$ cat src/rtl/mac_pkg.sv
// Overview of operation
// - dma mode with shift enabled shifts accumulator 1..4 bits per count code
// - shift enable shifts the 40-bit accumulator one bit, and gates dma multi-bit
// - direction bit picks every shift: 0 left, 1 right
// - after signed operations, sign differing from expected sign sets the flag
// - signed enable selects unsigned or two's complement multiply-accumulate
// - dma mode, b source 0 requests b fetch; 1 reuses held b
// - dma mode, a source 0 requests a fetch; 1 reuses held a
// - b post-increment adds one to b after each operation, both modes
// - a post-increment adds one to a after each operation, both modes
// - config register at sfr 0xC4, page 0xF, read/write, resets to zero
package mac_pkg;
  // ==========================================================
  // register map
  localparam logic [7:0] MAC_CFG1_ADDR  = 8'hC4;
  localparam logic [3:0] MAC_CFG1_PAGE  = 4'hF;
  localparam logic [7:0] MAC_CFG1_RESET = 8'h00;
  // ==========================================================
  // widths
  localparam int MAC_OPW = 16;
  localparam int MAC_ACCW = 40;
  localparam int MAC_ACC_MSB = 39;
  localparam logic [2:0] MAC_SHIFT_BASE = 3'h1;

  typedef struct packed {
    logic [1:0] multibit_shift_count;
    logic       expected_sign;
    logic       signed_arith_enable;
    logic       b_operand_reuse_sel;
    logic       b_post_increment;
    logic       a_operand_reuse_sel;
    logic       a_post_increment;
  } mac_cfg_t;

  typedef struct packed {
    logic acc_shift_enable;
    logic acc_shift_direction;
  } mac_shift_t;
endpackage

$ cat src/rtl/mac_shifter.sv
`timescale 1ns/1ps
`default_nettype none
module mac_shifter
  import mac_pkg::*;
(
  // control
  input  wire logic [2:0]          amount_i,
  input  wire logic                dir_right_i,
  // data
  input  wire logic [MAC_ACCW-1:0] acc_i,
  output logic      [MAC_ACCW-1:0] acc_o
);
  // ==========================================================
  // barrel shift; arithmetic right keeps sign of signed sums
  always_comb begin
    if (dir_right_i) begin
      acc_o = MAC_ACCW'($signed(acc_i) >>> amount_i);
    end else begin
      acc_o = acc_i << amount_i;
    end
  end
endmodule
`default_nettype wire

$ cat src/rtl/mac_operand_config.sv
`timescale 1ns/1ps
`default_nettype none
module mac_operand_config
  import mac_pkg::*;
(
  // clock and reset
  input  wire logic                core_clk_i,
  input  wire logic                rst_n_i,
  // sfr bus
  input  wire logic [7:0]          sfr_addr_i,
  input  wire logic [3:0]          sfr_page_i,
  input  wire logic                sfr_wr_i,
  input  wire logic [7:0]          sfr_wdata_i,
  output logic      [7:0]          sfr_rdata_o,
  // shift controls from neighbouring config register
  input  wire mac_shift_t          shift_ctl_i,
  // operation control
  input  wire logic                op_start_i,
  input  wire logic                dma_mode_i,
  input  wire logic [MAC_OPW-1:0]  a_load_i,
  input  wire logic                a_load_en_i,
  input  wire logic [MAC_OPW-1:0]  b_load_i,
  input  wire logic                b_load_en_i,
  input  wire logic                flag_clr_i,
  // dma fetch requests
  output logic                     a_fetch_req_o,
  output logic                     b_fetch_req_o,
  // datapath state
  output logic      [MAC_OPW-1:0]  a_o,
  output logic      [MAC_OPW-1:0]  b_o,
  output logic      [MAC_ACCW-1:0] acc_o,
  output logic                     sign_change_flag_o,
  output logic                     op_done_o
);
  // ==========================================================
  // config register
  mac_cfg_t             cfg_reg;
  logic                 sel;
  logic [MAC_OPW-1:0]   a_reg;
  logic [MAC_OPW-1:0]   b_reg;
  logic [MAC_ACCW-1:0]  acc_reg;
  logic [MAC_ACCW-1:0]  acc_next;
  logic [MAC_ACCW-1:0]  sum;
  logic [MAC_ACCW-1:0]  shifted;
  logic [MAC_ACCW-1:0]  prod_ext;
  logic [2:0]           amount;
  logic                 do_shift;
  logic                 flag_reg;
  logic                 signed_done_reg;
  logic                 done_reg;

  assign sel = (sfr_addr_i == MAC_CFG1_ADDR) && (sfr_page_i == MAC_CFG1_PAGE);

  always_ff @(posedge core_clk_i) begin
    if (!rst_n_i) begin
      cfg_reg <= mac_cfg_t'(MAC_CFG1_RESET);
    end else if (sel && sfr_wr_i) begin
      cfg_reg <= mac_cfg_t'(sfr_wdata_i);
    end
  end

  // read mux is combinational; bus samples it on the read cycle
  assign sfr_rdata_o = sel ? 8'(cfg_reg) : 8'h00;

  // ==========================================================
  // dma operand requests; cpu mode never fetches
  assign a_fetch_req_o = op_start_i && dma_mode_i && !cfg_reg.a_operand_reuse_sel;
  assign b_fetch_req_o = op_start_i && dma_mode_i && !cfg_reg.b_operand_reuse_sel;

  // ==========================================================
  // multiply and accumulate
  always_comb begin
    if (cfg_reg.signed_arith_enable) begin
      prod_ext = MAC_ACCW'($signed(a_reg) * $signed(b_reg));
    end else begin
      prod_ext = MAC_ACCW'(a_reg * b_reg);
    end
  end
  assign sum = acc_reg + prod_ext;

  // multi-bit only in dma mode; cpu mode gets a single bit
  assign do_shift = shift_ctl_i.acc_shift_enable;
  assign amount = dma_mode_i ? (3'(cfg_reg.multibit_shift_count) + MAC_SHIFT_BASE)
                             : MAC_SHIFT_BASE;

  mac_shifter u_shift (
    .amount_i    (amount),
    .dir_right_i (shift_ctl_i.acc_shift_direction),
    .acc_i       (sum),
    .acc_o       (shifted)
  );

  assign acc_next = do_shift ? shifted : sum;

  always_ff @(posedge core_clk_i) begin
    if (!rst_n_i) begin
      acc_reg <= '0;
    end else if (op_start_i) begin
      acc_reg <= acc_next;
    end
  end

  // ==========================================================
  // operand registers; load wins over increment
  always_ff @(posedge core_clk_i) begin
    if (!rst_n_i) begin
      a_reg <= '0;
    end else if (a_load_en_i) begin
      a_reg <= a_load_i;
    end else if (op_start_i && cfg_reg.a_post_increment) begin
      a_reg <= a_reg + MAC_OPW'(1);
    end
  end

  always_ff @(posedge core_clk_i) begin
    if (!rst_n_i) begin
      b_reg <= '0;
    end else if (b_load_en_i) begin
      b_reg <= b_load_i;
    end else if (op_start_i && cfg_reg.b_post_increment) begin
      b_reg <= b_reg + MAC_OPW'(1);
    end
  end

  // ==========================================================
  // sign change flag; a set in the clear cycle wins
  always_ff @(posedge core_clk_i) begin
    if (!rst_n_i) begin
      signed_done_reg <= 1'b0;
      done_reg        <= 1'b0;
    end else begin
      signed_done_reg <= op_start_i && cfg_reg.signed_arith_enable;
      done_reg        <= op_start_i;
    end
  end

  always_ff @(posedge core_clk_i) begin
    if (!rst_n_i) begin
      flag_reg <= 1'b0;
    end else if (signed_done_reg && (acc_reg[MAC_ACC_MSB] != cfg_reg.expected_sign)) begin
      flag_reg <= 1'b1;
    end else if (flag_clr_i) begin
      flag_reg <= 1'b0;
    end
  end

  assign a_o                = a_reg;
  assign b_o                = b_reg;
  assign acc_o              = acc_reg;
  assign sign_change_flag_o = flag_reg;
  assign op_done_o          = done_reg;

  // ==========================================================
  // checks
  cfg_write_a: assert property (@(posedge core_clk_i) disable iff (!rst_n_i)
    sel && sfr_wr_i |=> 8'(cfg_reg) == $past(sfr_wdata_i))
    else $error("config write lost");
  a_fetch_a: assert property (@(posedge core_clk_i) disable iff (!rst_n_i)
    op_start_i && dma_mode_i && !cfg_reg.a_operand_reuse_sel |-> a_fetch_req_o)
    else $error("a fetch missing");
  b_fetch_a: assert property (@(posedge core_clk_i) disable iff (!rst_n_i)
    !dma_mode_i |-> !b_fetch_req_o)
    else $error("b fetch in cpu mode");
  a_inc_a: assert property (@(posedge core_clk_i) disable iff (!rst_n_i)
    op_start_i && !a_load_en_i && cfg_reg.a_post_increment |=> a_reg == $past(a_reg) + 16'h0001)
    else $error("a not incremented");
  b_hold_a: assert property (@(posedge core_clk_i) disable iff (!rst_n_i)
    !b_load_en_i && !(op_start_i && cfg_reg.b_post_increment) |=> $stable(b_reg))
    else $error("b changed");
  sign_flag_a: assert property (@(posedge core_clk_i) disable iff (!rst_n_i)
    op_start_i && cfg_reg.signed_arith_enable ##1
    (acc_reg[MAC_ACC_MSB] != cfg_reg.expected_sign) |=> flag_reg)
    else $error("sign change missed");
  unsigned_flag_a: assert property (@(posedge core_clk_i) disable iff (!rst_n_i)
    !flag_reg && !signed_done_reg |=> !flag_reg)
    else $error("flag set without signed op");
  shift_amt_a: assert property (@(posedge core_clk_i) disable iff (!rst_n_i)
    op_start_i && dma_mode_i && do_shift && !shift_ctl_i.acc_shift_direction
    |=> acc_reg == ($past(sum) << (3'($past(cfg_reg.multibit_shift_count)) + MAC_SHIFT_BASE)))
    else $error("shift amount wrong");
  no_shift_a: assert property (@(posedge core_clk_i) disable iff (!rst_n_i)
    op_start_i && !do_shift |=> acc_reg == $past(sum))
    else $error("unexpected shift");
  shift_dir_a: assert property (@(posedge core_clk_i) disable iff (!rst_n_i)
    op_start_i && do_shift && !shift_ctl_i.acc_shift_direction && !dma_mode_i
    |=> acc_reg == {$past(sum[MAC_ACCW-2:0]), 1'b0})
    else $error("left shift wrong");
  right_dir_a: assert property (@(posedge core_clk_i) disable iff (!rst_n_i)
    op_start_i && do_shift && shift_ctl_i.acc_shift_direction && !dma_mode_i
    |=> acc_reg == MAC_ACCW'($signed($past(sum)) >>> MAC_SHIFT_BASE))
    else $error("right shift wrong");
  signed_mac_a: assert property (@(posedge core_clk_i) disable iff (!rst_n_i)
    op_start_i && !do_shift && cfg_reg.signed_arith_enable
    |=> acc_reg == $past(acc_reg) + MAC_ACCW'($signed($past(a_reg)) * $signed($past(b_reg))))
    else $error("signed product wrong");
  cpu_a_fetch_a: assert property (@(posedge core_clk_i) disable iff (!rst_n_i)
    !dma_mode_i |-> !a_fetch_req_o)
    else $error("a fetch in cpu mode");
  b_request_a: assert property (@(posedge core_clk_i) disable iff (!rst_n_i)
    op_start_i && dma_mode_i && !cfg_reg.b_operand_reuse_sel |-> b_fetch_req_o)
    else $error("b fetch missing");
  b_inc_a: assert property (@(posedge core_clk_i) disable iff (!rst_n_i)
    op_start_i && !b_load_en_i && cfg_reg.b_post_increment |=> b_reg == $past(b_reg) + 16'h0001)
    else $error("b not incremented");
  a_hold_a: assert property (@(posedge core_clk_i) disable iff (!rst_n_i)
    !a_load_en_i && !(op_start_i && cfg_reg.a_post_increment) |=> $stable(a_reg))
    else $error("a changed");
  flag_clear_a: assert property (@(posedge core_clk_i) disable iff (!rst_n_i)
    flag_clr_i && !signed_done_reg |=> !flag_reg)
    else $error("flag not cleared");
  cfg_reset_a: assert property (@(posedge core_clk_i)
    !rst_n_i |=> 8'(cfg_reg) == MAC_CFG1_RESET)
    else $error("config reset value wrong");

  // ==========================================================
  // coverage
  dma_op_c: cover property (@(posedge core_clk_i) op_start_i && dma_mode_i && do_shift);
  flag_c: cover property (@(posedge core_clk_i) !flag_reg ##1 flag_reg);
  reuse_c: cover property (@(posedge core_clk_i) op_start_i && dma_mode_i && !a_fetch_req_o);
  right_shift_c: cover property (@(posedge core_clk_i)
    op_start_i && do_shift && shift_ctl_i.acc_shift_direction);
  flag_clear_c: cover property (@(posedge core_clk_i) flag_reg ##1 !flag_reg);
endmodule
`default_nettype wire

$ cat config.mk
export PLATFORM = sky130hd
export DESIGN_NAME = mac_operand_config
export DESIGN_NICKNAME = d
export VERILOG_FILES = /design/src/rtl/mac_pkg.sv /design/src/rtl/mac_shifter.sv /design/src/rtl/mac_operand_config.sv
export SDC_FILE = /design/constraint.sdc
export NUM_CORES = 2
export LEC_CHECK = 0
export ABC_AREA = 0
export ABC_CLOCK_PERIOD_IN_PS = 9600
export BUFFER_PORTS_ARGS = -buffer_cell sky130_fd_sc_hd__buf_2
export CORE_MARGIN = 8
export CORE_UTILIZATION = 59
export DETAILED_ROUTE_END_ITERATION = 10
export GPL_ROUTABILITY_DRIVEN = 0
export PLACE_DENSITY = 0.8
export SYNTH_ARGS = -nofsm -noshare
export SYNTH_HDL_FRONTEND = slang
export SYNTH_SLANG_ARGS = --single-unit
$ cat constraint.sdc
create_clock -name core_clk_i -period 9.6 [get_ports core_clk_i]
set_input_delay 0.96 -clock core_clk_i [delete_from_list [all_inputs] [get_ports core_clk_i]]
set_output_delay 0.96 -clock core_clk_i [all_outputs]
set_load 0.05 [all_outputs]
-- After elaboration in Yosys (flattened, before gate mapping)
Index checks and enable logic that the tools add are counted.
- register bits: 83
- input bits: 62
- output and inout bits: 84
- logic and storage cells: 49
- $add $sub $neg: 4
- $mul: 2
- eq/ne operators: 3
- shifts and indexed selects: 2
- multiplexer cells: 11
- reduce and logical (&&, ||, !) cells: 14
- operator list (kind ; count):
    two-way mux 40 bit ; 3
    multiplier 16 x 16 -> 32 bit ; 2
    two-way mux 16 bit ; 4
    adder 40 bit ; 1
    left shift 40 x 3 -> 40 bit ; 1
    >>> shifter 40 x 3 -> 40 bit ; 1
    adder 16 x 1 -> 16 bit, second input constant ; 2
    logical AND 1 bit ; 9
    equality test 8 bit, second input constant ; 1
    two-way mux 8 bit ; 1
    nonzero test 2 bit ; 3
    equality test 4 bit, second input constant ; 1
    adder 2 x 1 -> 3 bit, second input constant ; 1
    two-way mux 3 bit ; 1
    logical NOT 1 bit ; 2
    two-way mux 1 bit ; 2
    inequality test 1 bit ; 1

-- Longest topological paths before layout
- depth in word-level cells: 6
- depth in mapped cells: 40
- mapped depth without buffers: 38

-- Hierarchy
From an unflattened synthesis, not the netlist that was laid out.
- cell total of the unflattened synthesis: 2819
- area total of the unflattened synthesis: 23603.9 sq um
- by module, submodules not included (module ; instances ; cells an instance ; area an instance (sq um) ; sequential area each (sq um)):
    mac_operand_config ; 1 ; 2479 ; 20860.0 ; 1661.6
    mac_shifter ; 1 ; 340 ; 2743.9 ; 0.0

-- Least setup slack after synthesis
Ideal clock, no wire load.
- kind: register to register
- start: register a_reg[15] (netlist: a_o[15])
- end: register acc_reg[34] (netlist: acc_o[34])
- library setup time: 0.103 ns
- arrival time: 9.343 ns
- data required time: 9.497 ns
- slack: 0.153 ns
- stages on the path, launching flop included: 39
- cell sequence: dfxtp_1 -> clkbuf_1 -> clkbuf_1 -> nand2_1 -> inv_1 -> fa_1 -> inv_1 -> fa_1 -> fa_1 -> fa_1 -> inv_1 -> fa_1 -> inv_1 -> fa_1 -> inv_1 -> ha_1 -> a21o_1 -> a21o_1 -> (+3 left out) -> o21bai_1 -> a21o_1 -> a21o_1 -> a211oi_1 -> o22ai_1 -> ha_1 -> buf_2 -> a21oi_2 -> o211ai_1 -> and3_1 -> o41ai_2 -> mux2i_1 -> o41ai_1 -> a311o_2 -> mux4_2 -> nand2_1 -> a21oi_1 -> a2111oi_2
- cells in the longest elaborated chain, start to end: 6
- elaborated cells on any way between the ends: 8
- ends and longest elaborated chain (element ; RTL line ; RTL):
    from (decl) ; mac_operand_config.sv:39 ; logic [MAC_OPW-1:0] a_reg;
    from (signal assigned) ; mac_operand_config.sv:109 ; a_reg <= a_load_i;
    from (signal assigned) ; mac_operand_config.sv:111 ; a_reg <= a_reg + MAC_OPW'(1);
    multiplier 16 x 16 -> 32 bit (on tied branches) ; mac_operand_config.sv:76, mac_operand_config.sv:74 ;
    two-way mux 40 bit (*) ; mac_operand_config.sv:73 ; if (cfg_reg.signed_arith_enable) begin
    adder 40 bit (*) ; mac_operand_config.sv:79 ; assign sum = acc_reg + prod_ext;
    left shift 40 x 3 -> 40 bit or >>> shifter 40 x 3 -> 40 bit (tied branches) ; mac_shifter.sv:19, mac_shifter.sv:17 ;
    two-way mux 40 bit ; mac_shifter.sv:16 ; if (dir_right_i) begin
    two-way mux 40 bit (*) ; mac_operand_config.sv:93 ; assign acc_next = do_shift ? shifted : sum;
    to (signal assigned) ; mac_operand_config.sv:99 ; acc_reg <= acc_next;
    to (decl) ; mac_operand_config.sv:41 ; logic [MAC_ACCW-1:0] acc_reg;
Every way passes the cells marked *; elsewhere a longest branch is shown, timed or not.
A chain may end at the register's enable or synchronous reset.

-- Final worst setup path
- start: register b_reg[6] (netlist: b_o[6])
- end: register acc_reg[35] (netlist: acc_o[35])
- cells in the longest elaborated chain, start to end: 6
- elaborated cells on any way between the ends: 8
- ends and longest elaborated chain (element ; RTL line ; RTL):
    from (decl) ; mac_operand_config.sv:40 ; logic [MAC_OPW-1:0] b_reg;
    from (signal assigned) ; mac_operand_config.sv:119 ; b_reg <= b_load_i;
    from (signal assigned) ; mac_operand_config.sv:121 ; b_reg <= b_reg + MAC_OPW'(1);
    multiplier 16 x 16 -> 32 bit (on tied branches) ; mac_operand_config.sv:76, mac_operand_config.sv:74 ;
    two-way mux 40 bit (*) ; mac_operand_config.sv:73 ;
    adder 40 bit (*) ; mac_operand_config.sv:79 ;
    left shift 40 x 3 -> 40 bit or >>> shifter 40 x 3 -> 40 bit (tied branches) ; mac_shifter.sv:19, mac_shifter.sv:17 ;
    two-way mux 40 bit ; mac_shifter.sv:16 ;
    two-way mux 40 bit (*) ; mac_operand_config.sv:93 ;
Marked as above.

==> metrics.cfg <==
[run_status]
outcome=finished, final reports clean

[timing]
worstMarginPinSlew_ns=1.116
final_critical_path_setup_slack_ns=0.2511
timing.final.crit_period_ns=9.349
finalHoldWorstSlack_ns=0.4755
fmax_mhz=107.0
hold_viol=0
tns_ns=0
finalMaxSlewViolations=0
share_of_the_clock_period_used_by_the_worst_path_after_layout_pct=97.38
relSlewSlack_pct=25.31
setup_viol_count_final=0
worst_clock_skew_ns=0.01730

[synth]
post-synth-top-count-cell=sky130_fd_sc_hd__inv_1
seq_area_frac_synth_pct=6.879
largest_cells_by_area_after_synthesis=sky130_fd_sc_hd__fa_1, sky130_fd_sc_hd__ha_1, sky130_fd_sc_hd__inv_1
netlist_area_um2=24150
number_of_library_cell_types_mapped_by_synthesis=107
synth-async-reset-ratio_pct=0
synth_top_flop_cell=sky130_fd_sc_hd__dfxtp_1
yosysTopAreaCell=sky130_fd_sc_hd__fa_1
ys_ff_latch=83
synth_cells=2977
synth.top_cell.area_share_pct=30.25
mappedNetlistNets=3601
synth_common_cells=sky130_fd_sc_hd__inv_1, sky130_fd_sc_hd__fa_1, sky130_fd_sc_hd__nand2_1
synth_enable_flop_cells=0
synth_warnings=0
synth_area_per_cell_um2=8.114

[power_and_ir_drop]
leak_pwr_nw=12.97
powerDensity_nw_per_um2=90.15
vdd_ir_drop_max_v=0.0001017

[drt]
met2WireLength_mm=34.74
first_iter_violations=2403
routed-via-count=22520
drc=0
drt-wirelength-per-cell_um=20.81
routed_via_density=6.264
top_layer=met4
wl_mm=74.81
postRouteAntennaNets=0
post_route_m1_wl_mm=28.16
first_pass_iters=8
met3_wirelength_mm=7.835

[min_path]
worst_hold_startpoint=cfg_reg[1]$_SDFFE_PN0P_
min_to=cfg_reg[1]$_SDFFE_PN0P_
classification_of_the_worst_slack_hold_path=reg2reg
worst_hold_path.num_cells=2

[worst_setup_path]
critical_path_class=reg2reg
capture_point_of_the_worst_reg_to_reg_path=acc_o[35]$_SDFFE_PN0P_
worst-endpoint-arrival_ns=9.71
critical_path_peak_fanout=14
worst_path_max_delay_cell=sky130_fd_sc_hd__fa_1
rr_startpoint=b_o[6]$_SDFFE_PN0P_
rrSetupSlack_ns=0.25
cpPeakStageDelay_ns=0.60
required_time_of_the_critical_path_ns=9.96
ff2ff_path_depth=34
crit_path_start_kind=flop
timing.critical_path.from=b_o[6]$_SDFFE_PN0P_
endpoint_kind=flop
cpMostUsedCell=sky130_fd_sc_hd__fa_1

[clock_tree]
clock_sink_count=83
cts.clk_slew.worst_paths_ns=0.08
tritoncts.num_buffers=9
tritoncts=yes
clkLatencyLatePin_ns=0.41
cts_max_level=3
cts_root_buffer=sky130_fd_sc_hd__clkbuf_16
cts.path.max_buffers=2

[cells_and_area]
largest_reg_flops=40
layout.area.seq_um2=1715
area.growth.synth_to_final_pct=8.029
layout.filler_cells=3358
multi_input_comb_area_um2=20170
insertedDiodeCount=0
design.final.nets=3682
drive_gt1_share_pct=12.18

[floorplan]
floorplan.die_area_um2=47670
coreArea_um2=40650
die_x_um=218.3
fp-row-count=74
design.portCount=146
start_util_pct=59.43
die-height_um=218.3

[placement]
pre_cts_slack_ns=-0.1782
port_buffers=145
dp.final_hpwl_mm=60.16

[grt]
grt_first_pass_wirelength_mm=120.6
grt_usage_pct=31.55
overflow=0
antenna_violations_before_repair=0
vias_in_the_first_global_route=23460
grt_start_max_net_pins=71

[flow_run]
drv_cap=0

## how the worst max path moves through the flow
stage                                  end
floorplan           acc_o[34]$_SDFFE_PN0P_
global placement    acc_o[36]$_SDFFE_PN0P_
detailed placement  acc_o[36]$_SDFFE_PN0P_
global route        acc_o[31]$_SDFFE_PN0P_
CTS                 acc_o[36]$_SDFFE_PN0P_
finish              acc_o[35]$_SDFFE_PN0P_
## metal layers
| layer | up-vias | global-route usage [%] |
|---|---|---|
| met2 | 1349 | 51.10 |
| li1 | 9910 | - |
| met4 | 0 | 15.43 |
| met1 | 10980 | 39.48 |
| met3 | 279 | 7.189 |
| met5 | - | 0 |
## report_power, final
part | switching [mW] | total (mW) | internal, mW
Clock | 0.201 | 0.380 | 0.179
Sequential | 0.0618 | 0.433 | 0.371
Combinational | 0.962 | 1.54 | 0.577
## worst max-delay path, delay by kind of cell (launching register included)
family | cells | cell delay [ns]
and+or+nand+nor | 3 | 0.78
buffers and inverters | 6 | 0.77
AOI/OAI and AO/OA | 14 | 3.08
DFF | 1 | 0.42
muxes | 2 | 0.67
adders and majority gates | 8 | 3.39
xor gates and xnor gates | 1 | 0.18
## cell type report
type / instances / share of cell area [%]
multi-input cells: 2238 / 77.31
inverters: 495 / 7.121
flip-flops and latches: 83 / 6.574
repair buffers: 231 / 5.380
well taps: 532 / 2.551
clock buffers: 10 / 0.8775
clock inverters: 6 / 0.1870
## what timing repair did
item	CTS	global route
pin swaps	0	9
gates resized for setup	6	64
setup buffers	0	7
hold buffers	0	0
endpoints found under the setup margin	10	22
gates cloned	0	0
## metrics by stage
step                      cell area (µm²)  std cells  utilization (%)  total power [mW]
after floorplan                     24150       2977                -             1.516
after global placement              25530       3572            62.82             1.871
after detailed placement            25530       3572            62.82             1.917
after CTS                           25830       3588            63.54             2.298
after global routing                26090       3595            64.20             2.493
final                               26090       3595            64.20             2.352
## layout by cell type, fill, tap and decap left out, types with 6 or more instances in the layout
cell and instances:
sky130_fd_sc_hd__mux2i_1 47, sky130_fd_sc_hd__dfxtp_4 8, sky130_fd_sc_hd__o21ai_0 110, sky130_fd_sc_hd__and2_1 135, sky130_fd_sc_hd__o31ai_1 13, sky130_fd_sc_hd__o22ai_1 16, sky130_fd_sc_hd__a21oi_2 8, sky130_fd_sc_hd__nor2b_1 10
sky130_fd_sc_hd__nor3_1 31, sky130_fd_sc_hd__fa_1 363, sky130_fd_sc_hd__a21oi_1 171, sky130_fd_sc_hd__nand3_1 54, sky130_fd_sc_hd__ha_1 192, sky130_fd_sc_hd__o21ai_1 23, sky130_fd_sc_hd__o21bai_1 8, sky130_fd_sc_hd__or3_1 18
sky130_fd_sc_hd__a211o_1 10, sky130_fd_sc_hd__nand2_1 325, sky130_fd_sc_hd__dfxtp_2 19, sky130_fd_sc_hd__and3_1 31, sky130_fd_sc_hd__nor2_1 169, sky130_fd_sc_hd__xnor2_1 65, sky130_fd_sc_hd__o211ai_1 36, sky130_fd_sc_hd__buf_4 82
sky130_fd_sc_hd__xor2_1 53, sky130_fd_sc_hd__o2111ai_1 7, sky130_fd_sc_hd__clkbuf_16 9, sky130_fd_sc_hd__mux2_2 22, sky130_fd_sc_hd__a31oi_1 18, sky130_fd_sc_hd__nand2b_1 32, sky130_fd_sc_hd__nand3b_1 6, sky130_fd_sc_hd__a21o_1 47
sky130_fd_sc_hd__dfxtp_1 56, sky130_fd_sc_hd__nand4_1 19, sky130_fd_sc_hd__a211oi_1 19, sky130_fd_sc_hd__mux4_2 9, sky130_fd_sc_hd__inv_1 492, sky130_fd_sc_hd__o21a_1 19, sky130_fd_sc_hd__buf_2 145
## cells by family (layout without fill, tap and decap cells)
group / count (synthesis) / in the layout / share of synthesized area (%)
adder cells (fa/ha/maj): 562 / 562 / 40.46
XOR/XNOR: 124 / 124 / 4.683
flip-flops: 83 / 83 / 6.879
AND/OR/NAND/NOR: 871 / 871 / 17.19
AO/OA/AOI/OAI: 600 / 600 / 16.54
buffers and inverters: 656 / 742 / 10.29
multiplexers: 81 / 81 / 3.957
(Power assumes the default switching activity.)
